**src/rtl/tbl_defs.svh**
```systemverilog
// Operation
// - signed rounded lookup gives rounded signed integer
// - signed unrounded lookup keeps the fraction
// - unsigned rounded lookup gives rounded unsigned integer
// - unsigned unrounded lookup keeps the fraction
// - memory table, adjacent entries picked by offset
// - register pair endpoints interpolated as well
// - offset bits 15:8, fraction bits 7:0
// - result is lo plus fraction times difference/256
// - rounded variants round to nearest even
// - frame link pushes, records slot, reserves area
// - frame unlink loads stack pointer, then pops
`ifndef TBL_DEFS_SVH
`define TBL_DEFS_SVH

`define IVR_OFS_MSB 15
`define IVR_OFS_LSB 8
`define IVR_FRAC_MSB 7
`define IVR_FRAC_LSB 0
`define FRAC_W 8
`define FRAC_HALF 8'h80
`define FRAC_ZERO 8'h00
`define BYTE_MSB 7
`define WORD_MSB 15
`define LONG_MSB 31
`define STEP_BYTE 32'h1
`define STEP_WORD 32'h2
`define STEP_LONG 32'h4
`define SLOT_BYTES 32'h4
`define RESET_WORD 32'h0

`endif

```
**src/rtl/tbl_pkg.sv**
```systemverilog
`include "tbl_defs.svh"

package tbl_pkg;

  typedef enum logic [2:0] {
    OP_LOOKUP_SIGNED_ROUNDED,
    OP_LOOKUP_SIGNED_UNROUNDED,
    OP_LOOKUP_UNSIGNED_ROUNDED,
    OP_LOOKUP_UNSIGNED_UNROUNDED,
    OP_FRAME_LINK,
    OP_FRAME_UNLINK
  } op_t;

  typedef enum logic [1:0] {
    SZ_BYTE,
    SZ_WORD,
    SZ_LONG
  } size_t;

  typedef enum logic [2:0] {
    ST_IDLE,
    ST_READ_LO,
    ST_READ_HI,
    ST_CALC,
    ST_PUSH,
    ST_POP,
    ST_DONE
  } state_t;

  function automatic logic [31:0] size_step(input size_t sz);
    case (sz)
      SZ_BYTE: size_step = `STEP_BYTE;
      SZ_WORD: size_step = `STEP_WORD;
      default: size_step = `STEP_LONG;
    endcase
  endfunction

  function automatic logic op_is_lookup(input op_t op);
    op_is_lookup = (op != OP_FRAME_LINK) && (op != OP_FRAME_UNLINK);
  endfunction

  function automatic logic op_is_signed(input op_t op);
    op_is_signed = (op == OP_LOOKUP_SIGNED_ROUNDED) || (op == OP_LOOKUP_SIGNED_UNROUNDED);
  endfunction

  function automatic logic op_is_rounded(input op_t op);
    op_is_rounded = (op == OP_LOOKUP_SIGNED_ROUNDED) || (op == OP_LOOKUP_UNSIGNED_ROUNDED);
  endfunction

endpackage

```
**src/rtl/table_lookup_interpolator.sv**
```systemverilog
`timescale 1ns/10ps
`include "tbl_defs.svh"

module table_lookup_interpolator
  import tbl_pkg::*;
(
  input wire logic clk,
  input wire logic rst,
  input wire logic start,
  input wire op_t op,
  input wire size_t size,
  input wire logic from_regs,
  input wire logic [31:0] independent_variable_reg,
  input wire logic [31:0] table_base,
  input wire logic [31:0] pair_lo,
  input wire logic [31:0] pair_hi,
  input wire logic [31:0] frame_reg_in,
  input wire logic [31:0] sp_in,
  input wire logic [31:0] link_disp,
  output logic mem_req,
  output logic mem_we,
  output logic [31:0] mem_addr,
  output logic [31:0] mem_wdata,
  input wire logic [31:0] mem_rdata,
  input wire logic mem_ack,
  output logic busy,
  output logic done,
  output logic [31:0] result,
  output logic [31:0] sp_out,
  output logic [31:0] frame_reg_out
);

  state_t state_q;
  op_t op_q;
  size_t size_q;
  logic [7:0] frac_q;
  logic [31:0] lo_q;
  logic [31:0] hi_q;
  logic [31:0] disp_q;
  logic [31:0] addr_q;
  logic [31:0] wdata_q;
  logic we_q;
  logic [31:0] result_q;
  logic [31:0] sp_q;
  logic [31:0] frame_q;
  logic [31:0] calc_value;
  logic [7:0] ofs;
  logic accept;

  ////////////////////////////////////////////////////////////////////////////
  // request decode; upper half of the independent variable never read
  assign ofs = independent_variable_reg[`IVR_OFS_MSB:`IVR_OFS_LSB];
  assign accept = (state_q == ST_IDLE) && start;

  ////////////////////////////////////////////////////////////////////////////
  // sequencer
  always_ff @(posedge clk or posedge rst)
  begin
    if (rst)
      state_q <= ST_IDLE;
    else
    begin
      case (state_q)
        ST_IDLE:
        begin
          if (start)
          begin
            if (op == OP_FRAME_LINK)
              state_q <= ST_PUSH;
            else if (op == OP_FRAME_UNLINK)
              state_q <= ST_POP;
            else if (from_regs)
              state_q <= ST_CALC;
            else
              state_q <= ST_READ_LO;
          end
        end
        ST_READ_LO:
          if (mem_ack)
            state_q <= ST_READ_HI;
        ST_READ_HI:
          if (mem_ack)
            state_q <= ST_CALC;
        ST_CALC:
          state_q <= ST_DONE;
        ST_PUSH, ST_POP:
          if (mem_ack)
            state_q <= ST_DONE;
        ST_DONE:
          state_q <= ST_IDLE;
        default:
          state_q <= ST_IDLE;
      endcase
    end
  end

  ////////////////////////////////////////////////////////////////////////////
  // operand capture
  always_ff @(posedge clk or posedge rst)
  begin
    if (rst)
    begin
      op_q <= OP_LOOKUP_SIGNED_ROUNDED;
      size_q <= SZ_BYTE;
      frac_q <= `FRAC_ZERO;
      disp_q <= `RESET_WORD;
      lo_q <= `RESET_WORD;
      hi_q <= `RESET_WORD;
    end
    else
    begin
      if (accept)
      begin
        op_q <= op;
        size_q <= size;
        frac_q <= independent_variable_reg[`IVR_FRAC_MSB:`IVR_FRAC_LSB];
        disp_q <= link_disp;
        lo_q <= pair_lo;
        hi_q <= pair_hi;
      end
      if ((state_q == ST_READ_LO) && mem_ack)
        lo_q <= mem_rdata;
      if ((state_q == ST_READ_HI) && mem_ack)
        hi_q <= mem_rdata;
    end
  end

  ////////////////////////////////////////////////////////////////////////////
  // memory port
  always_ff @(posedge clk or posedge rst)
  begin
    if (rst)
    begin
      addr_q <= `RESET_WORD;
      wdata_q <= `RESET_WORD;
      we_q <= 1'b0;
    end
    else if (accept)
    begin
      we_q <= (op == OP_FRAME_LINK);
      wdata_q <= frame_reg_in;
      if (op == OP_FRAME_LINK)
        addr_q <= sp_in - `SLOT_BYTES;
      else if (op == OP_FRAME_UNLINK)
        addr_q <= frame_reg_in;
      else
        addr_q <= table_base + ({24'h0, ofs} * size_step(size));
    end
    else if ((state_q == ST_READ_LO) && mem_ack)
      addr_q <= addr_q + size_step(size_q);
  end

  assign mem_req = (state_q == ST_READ_LO) || (state_q == ST_READ_HI) || (state_q == ST_PUSH)
    || (state_q == ST_POP);
  assign mem_we = we_q && (state_q == ST_PUSH);
  assign mem_addr = addr_q;
  assign mem_wdata = wdata_q;

  ////////////////////////////////////////////////////////////////////////////
  // arithmetic
  interp_calc u_calc (
    .entry_lo(lo_q),
    .entry_hi(hi_q),
    .frac(frac_q),
    .is_signed(op_is_signed(op_q)),
    .is_rounded(op_is_rounded(op_q)),
    .size(size_q),
    .value(calc_value)
  );

  always_ff @(posedge clk or posedge rst)
  begin
    if (rst)
      result_q <= `RESET_WORD;
    else if (state_q == ST_CALC)
      result_q <= calc_value;
  end

  ////////////////////////////////////////////////////////////////////////////
  // frame pointer and stack pointer results
  always_ff @(posedge clk or posedge rst)
  begin
    if (rst)
    begin
      sp_q <= `RESET_WORD;
      frame_q <= `RESET_WORD;
    end
    else if ((state_q == ST_PUSH) && mem_ack)
    begin
      frame_q <= addr_q;
      sp_q <= addr_q + disp_q;
    end
    else if ((state_q == ST_POP) && mem_ack)
    begin
      frame_q <= mem_rdata;
      sp_q <= addr_q + `SLOT_BYTES;
    end
  end

  assign busy = (state_q != ST_IDLE);
  assign done = (state_q == ST_DONE);
  assign result = result_q;
  assign sp_out = sp_q;
  assign frame_reg_out = frame_q;
endmodule

```
**src/rtl/interp_calc.sv**
```systemverilog
`timescale 1ns/10ps
`include "tbl_defs.svh"

module interp_calc
  import tbl_pkg::*;
(
  input wire logic [31:0] entry_lo,
  input wire logic [31:0] entry_hi,
  input wire logic [7:0] frac,
  input wire logic is_signed,
  input wire logic is_rounded,
  input wire size_t size,
  output logic [31:0] value
);

  function automatic logic signed [47:0] extend(input logic [31:0] d, input size_t sz, input logic sgn);
    case (sz)
      SZ_BYTE: extend = sgn ? {{40{d[`BYTE_MSB]}}, d[`BYTE_MSB:0]} : {40'h0, d[`BYTE_MSB:0]};
      SZ_WORD: extend = sgn ? {{32{d[`WORD_MSB]}}, d[`WORD_MSB:0]} : {32'h0, d[`WORD_MSB:0]};
      default: extend = sgn ? {{16{d[`LONG_MSB]}}, d} : {16'h0, d};
    endcase
  endfunction

  logic signed [47:0] lo_x;
  logic signed [47:0] hi_x;
  logic signed [47:0] prod;
  logic signed [47:0] scaled;
  logic signed [47:0] whole;
  logic round_up;

  ////////////////////////////////////////////////////////////////////////////
  // interpolation in units of 1/256
  assign lo_x = extend(entry_lo, size, is_signed);
  assign hi_x = extend(entry_hi, size, is_signed);
  assign prod = (hi_x - lo_x) * $signed({40'h0, frac});
  assign scaled = (lo_x <<< `FRAC_W) + prod;
  assign whole = scaled >>> `FRAC_W;
  // nearest even: above half, or exactly half with odd integer
  assign round_up = scaled[`FRAC_W-1] && ((scaled[`FRAC_W-2:0] != 7'h0) || whole[0]);

  always_comb
  begin
    if (is_rounded)
      value = 32'(whole + {47'h0, round_up});
    else
      value = scaled[31:0];
  end

endmodule

```
**config.mk**
```make
export PLATFORM = sky130hd
export DESIGN_NAME = table_lookup_interpolator
export DESIGN_NICKNAME = d
export VERILOG_FILES = /design/src/rtl/tbl_pkg.sv /design/src/rtl/table_lookup_interpolator.sv /design/src/rtl/interp_calc.sv
export VERILOG_INCLUDE_DIRS = /design/src /design/src/rtl
export SDC_FILE = /design/constraint.sdc
export NUM_CORES = 2
export LEC_CHECK = 0
export ABC_AREA = 0
export BUFFER_PORTS_ARGS = -buffer_cell sky130_fd_sc_hd__buf_4
export CAP_MARGIN = 20
export CORE_UTILIZATION = 40
export DETAILED_ROUTE_END_ITERATION = 8
export PLACE_DENSITY = 0.63
export SLEW_MARGIN = 20
export SYNTH_ARGS = -nofsm -noshare
export SYNTH_HDL_FRONTEND = slang
export SYNTH_HIERARCHICAL = 1
export SYNTH_SLANG_ARGS = --single-unit
```
**constraint.sdc**
```tcl
create_clock -name clk -period 13.8 [get_ports clk]
set_clock_uncertainty 0.1 [all_clocks]
set_input_delay 2.07 -clock clk [delete_from_list [all_inputs] [get_ports clk]]
set_output_delay 2.07 -clock clk [all_outputs]
set_load 0.1 [all_outputs]
```
==> results.py <==
metrics = {
    "run_status": {
        "outcome": "complete, no violations",
    },
    "yosys": {
        "synth_ff_type": "dfrtp_1",
        "async_flop_share_pct": 100.0,
        "yosysUniqueCellTypes": 100,
        "yosysMostFrequentCell": "nand2_1",
        "synthesis.area_sq_mm": 0.03016,
        "synth_common_cells": "563 x nand2_1, 351 x inv_1, 299 x nor2_1",
        "synth_cells": 3648,
        "yosys.area.top_type_share_pct": 22.65,
        "synth_nets": 4355,
        "synth_warnings": 6,
        "syn-mean-instance-area_sq_um": 8.268,
        "synth_top_area_cell": "dfrtp_1",
        "synth_seq_area_share_pct": 22.65,
        "ys_seq_elements": 273,
        "synth_edf_count": 0,
        "synth_area_leaders": "dfrtp_1 23%, fa_1 17%, ha_1 7.8%, nand2_1 7.0%, inv_1 4.4%",
    },
    "worst_setup_path": {
        "cp_slowest_stage_delay_ps": 670,
        "crit_slowest_cell": "a2111oi_2",
        "critical_path_required_ps": 14150,
        "cpMostUsedCell": "fa_1",
        "crit_family": "simple AND/OR/NAND/NOR gates",
        "cp.buffers_inverters": 5,
        "crit_path_start": "op_q[2]",
        "critPathLaunchType": "flip-flop",
        "crit_arrival_ps": 12510,
        "worst-path-max-fanout": 8,
        "r2r-start": "op_q[2]",
        "end_kind": "flip-flop",
        "crit_type": "reg -> reg",
    },
    "sta": {
        "slew_headroom_pct": 28.90,
        "worst_slew_pin_slew_ps": 1067,
        "hold_violations": 0,
        "fin_setup_tns_ps": 0,
        "rsz0062_at_grt": "no",
        "slew_violations": 0,
        "fin_crit_sh_pct": 88.10,
        "setup_viol": 0,
        "fin_crit_ps": 12160,
        "max_freq_mhz": 82.25,
    },
    "global_routing": {
        "grt_usage_pct": 26.80,
        "grt_pass1_vias": 27022,
        "antenna_found_initial": 5,
        "grt_max_degree": 107,
        "grt_pass1_wl_mm": 159.6,
        "grt-ovfl-total": 0,
    },
    "floorplan": {
        "die-area_sq_mm": 0.07651,
        "dieHeight_microns": 276.6,
        "ios": 430,
        "die_width_microns": 276.6,
        "core_area_sq_mm": 0.07457,
        "start_util_pct": 40.45,
        "rows": 100,
    },
    "min_path": {
        "hp-class": "reg -> reg",
        "hp-start": "we_q",
    },
    "drt": {
        "drt_wl_total_mm": 102.9,
        "first_pass_iters": 6,
        "wl_per_cell_microns": 20.83,
        "routed-via-count": 27125,
        "via_per_inst": 5.491,
        "ant_nets": 0,
        "first_iter_violations": 1984,
        "drc": 0,
    },
    "placed_design": {
        "post-dp-hpwl_mm": 80.98,
        "place.gp.congestion": 0.9199,
        "portBuffers": 413,
    },
    "cells_and_area": {
        "diodes": 0,
        "regArea_sq_mm": 0.006832,
        "final_nets": 4656,
        "n_fill_cell": 7441,
        "areaGrowthSynthToFinish_pct": 16.67,
        "multi_input_area_sq_mm": 0.02122,
        "drive_gt1_share_pct": 15.11,
    },
    "cts": {
        "postCtsSetupBuffers": 0,
        "clk_latency_ps": 570,
        "clockBufferDepth": 3,
        "htreeDepth": 2,
        "ctsHoldBuffers": 0,
        "cts.sinks": 273,
        "clock-root-buffer": "clkbuf_16",
        "cts_buffers": 36,
        "cts_tree": "built",
        "ctsResizeCount": 0,
        "clkTransAtPathRegs_ps": 70,
    },
    "job": {
        "max_cap_viol_count": 0,
    },
}
-- cells by family (layout without fill, tap and decap cells) --
| logic type | Yosys count | after routing | synth area share (%) |
|---|---|---|---|
| compound gates | 741 | 741 | 15.49 |
| xor+xnor | 221 | 221 | 6.571 |
| fa+ha+maj | 441 | 441 | 24.59 |
| buf+inv | 544 | 867 | 7.102 |
| flops | 273 | 273 | 22.65 |
| mux | 57 | 57 | 2.066 |
| simple gates | 1371 | 1371 | 21.54 |
-- area by class of cell --
cell class                      instances  share of cell area, %
Timing Repair Buffer                  456                  9.728
Inverter                              351                  3.765
Tap cell                              969                  3.445
Clock inverter                          9                 0.3307
Sequential cell                       273                  19.41
Multi-Input combinational cell       2831                  60.31
Clock buffer                           51                  3.008
-- tightest hold or removal path: stages, from the launching register on --
cell and delay [ps]:
dfrtp_1 340, nand2_1 50, nand2_1 60
-- final timing paths --
kind | slack, ps | cells past startpoint | to
setup / recovery | 1640 | 38 | result[24]
hold / removal | 380 | 2 | we_q
setup reg to reg | 1640 | 38 | result[24]
hold reg to reg | 380 | 2 | we_q
max in group asynchronous | 9840 | 4 | result[3]
min in group asynchronous | 1560 | 2 | frame_reg_out[5]
-- sequential cells by signal, indices dropped and copies added, names as in the netlist --
register,flops
disp_q,32
frame_reg_out,32
hi_q,32
lo_q,32
mem_addr,32
mem_wdata,32
result,32
sp_out,32
frac_q,8
op_q,3
state_q,3
size_q,2
we_q,1
-- layer usage --
layer / vias to the layer above / wire (microns) / GRT usage (%)
met5: - / 82 / 0
met4: 10 / 3689 / 9.182
met3: 178 / 6495 / 4.556
met2: 834 / 49680 / 45.68
met1: 13265 / 42940 / 34.22
li1: 12838 / - / -
-- layout by cell type, fill, tap and decap left out, types with 12 or more instances in the layout --
cell / n
nand2_1: 562
buf_4: 456
inv_1: 350
nor2_1: 298
dfrtp_1: 273
fa_1: 253
a21oi_1: 211
ha_1: 188
and2_1: 177
o21ai_0: 157
xnor2_1: 136
o22ai_1: 110
xor2_1: 82
nand3_1: 65
nor3_1: 46
a21o_1: 43
mux2_2: 41
clkbuf_16: 37
nand4_1: 31
nor2b_1: 26
a211oi_1: 25
a31oi_1: 24
and3_1: 23
o211ai_1: 22
nand2b_1: 19
o21a_1: 18
nor3b_1: 17
mux2i_1: 15
or3_1: 14
nor4_1: 14
nand3b_1: 13
o21bai_1: 12
-- metrics by stage --
stage | utilization (%) | area (sq um) | hold WS, ps | cells | worst slack (ps)
after floorplan | - | 30160 | 338.7 | 3648 | 3052
after global placement | 45.61 | 34020 | 357.5 | 4880 | 1899
after detailed placement | 45.61 | 34020 | 361.5 | 4880 | 1853
after CTS | 47.19 | 35190 | 375.9 | 4940 | 1784
after global routing | 47.19 | 35190 | 393.9 | 4940 | 951.0
final | 47.19 | 35190 | 375.2 | 4940 | 1642
Power is not shown: default switching activity piles up to over one toggle a cycle in this logic, so the estimate is an artifact.
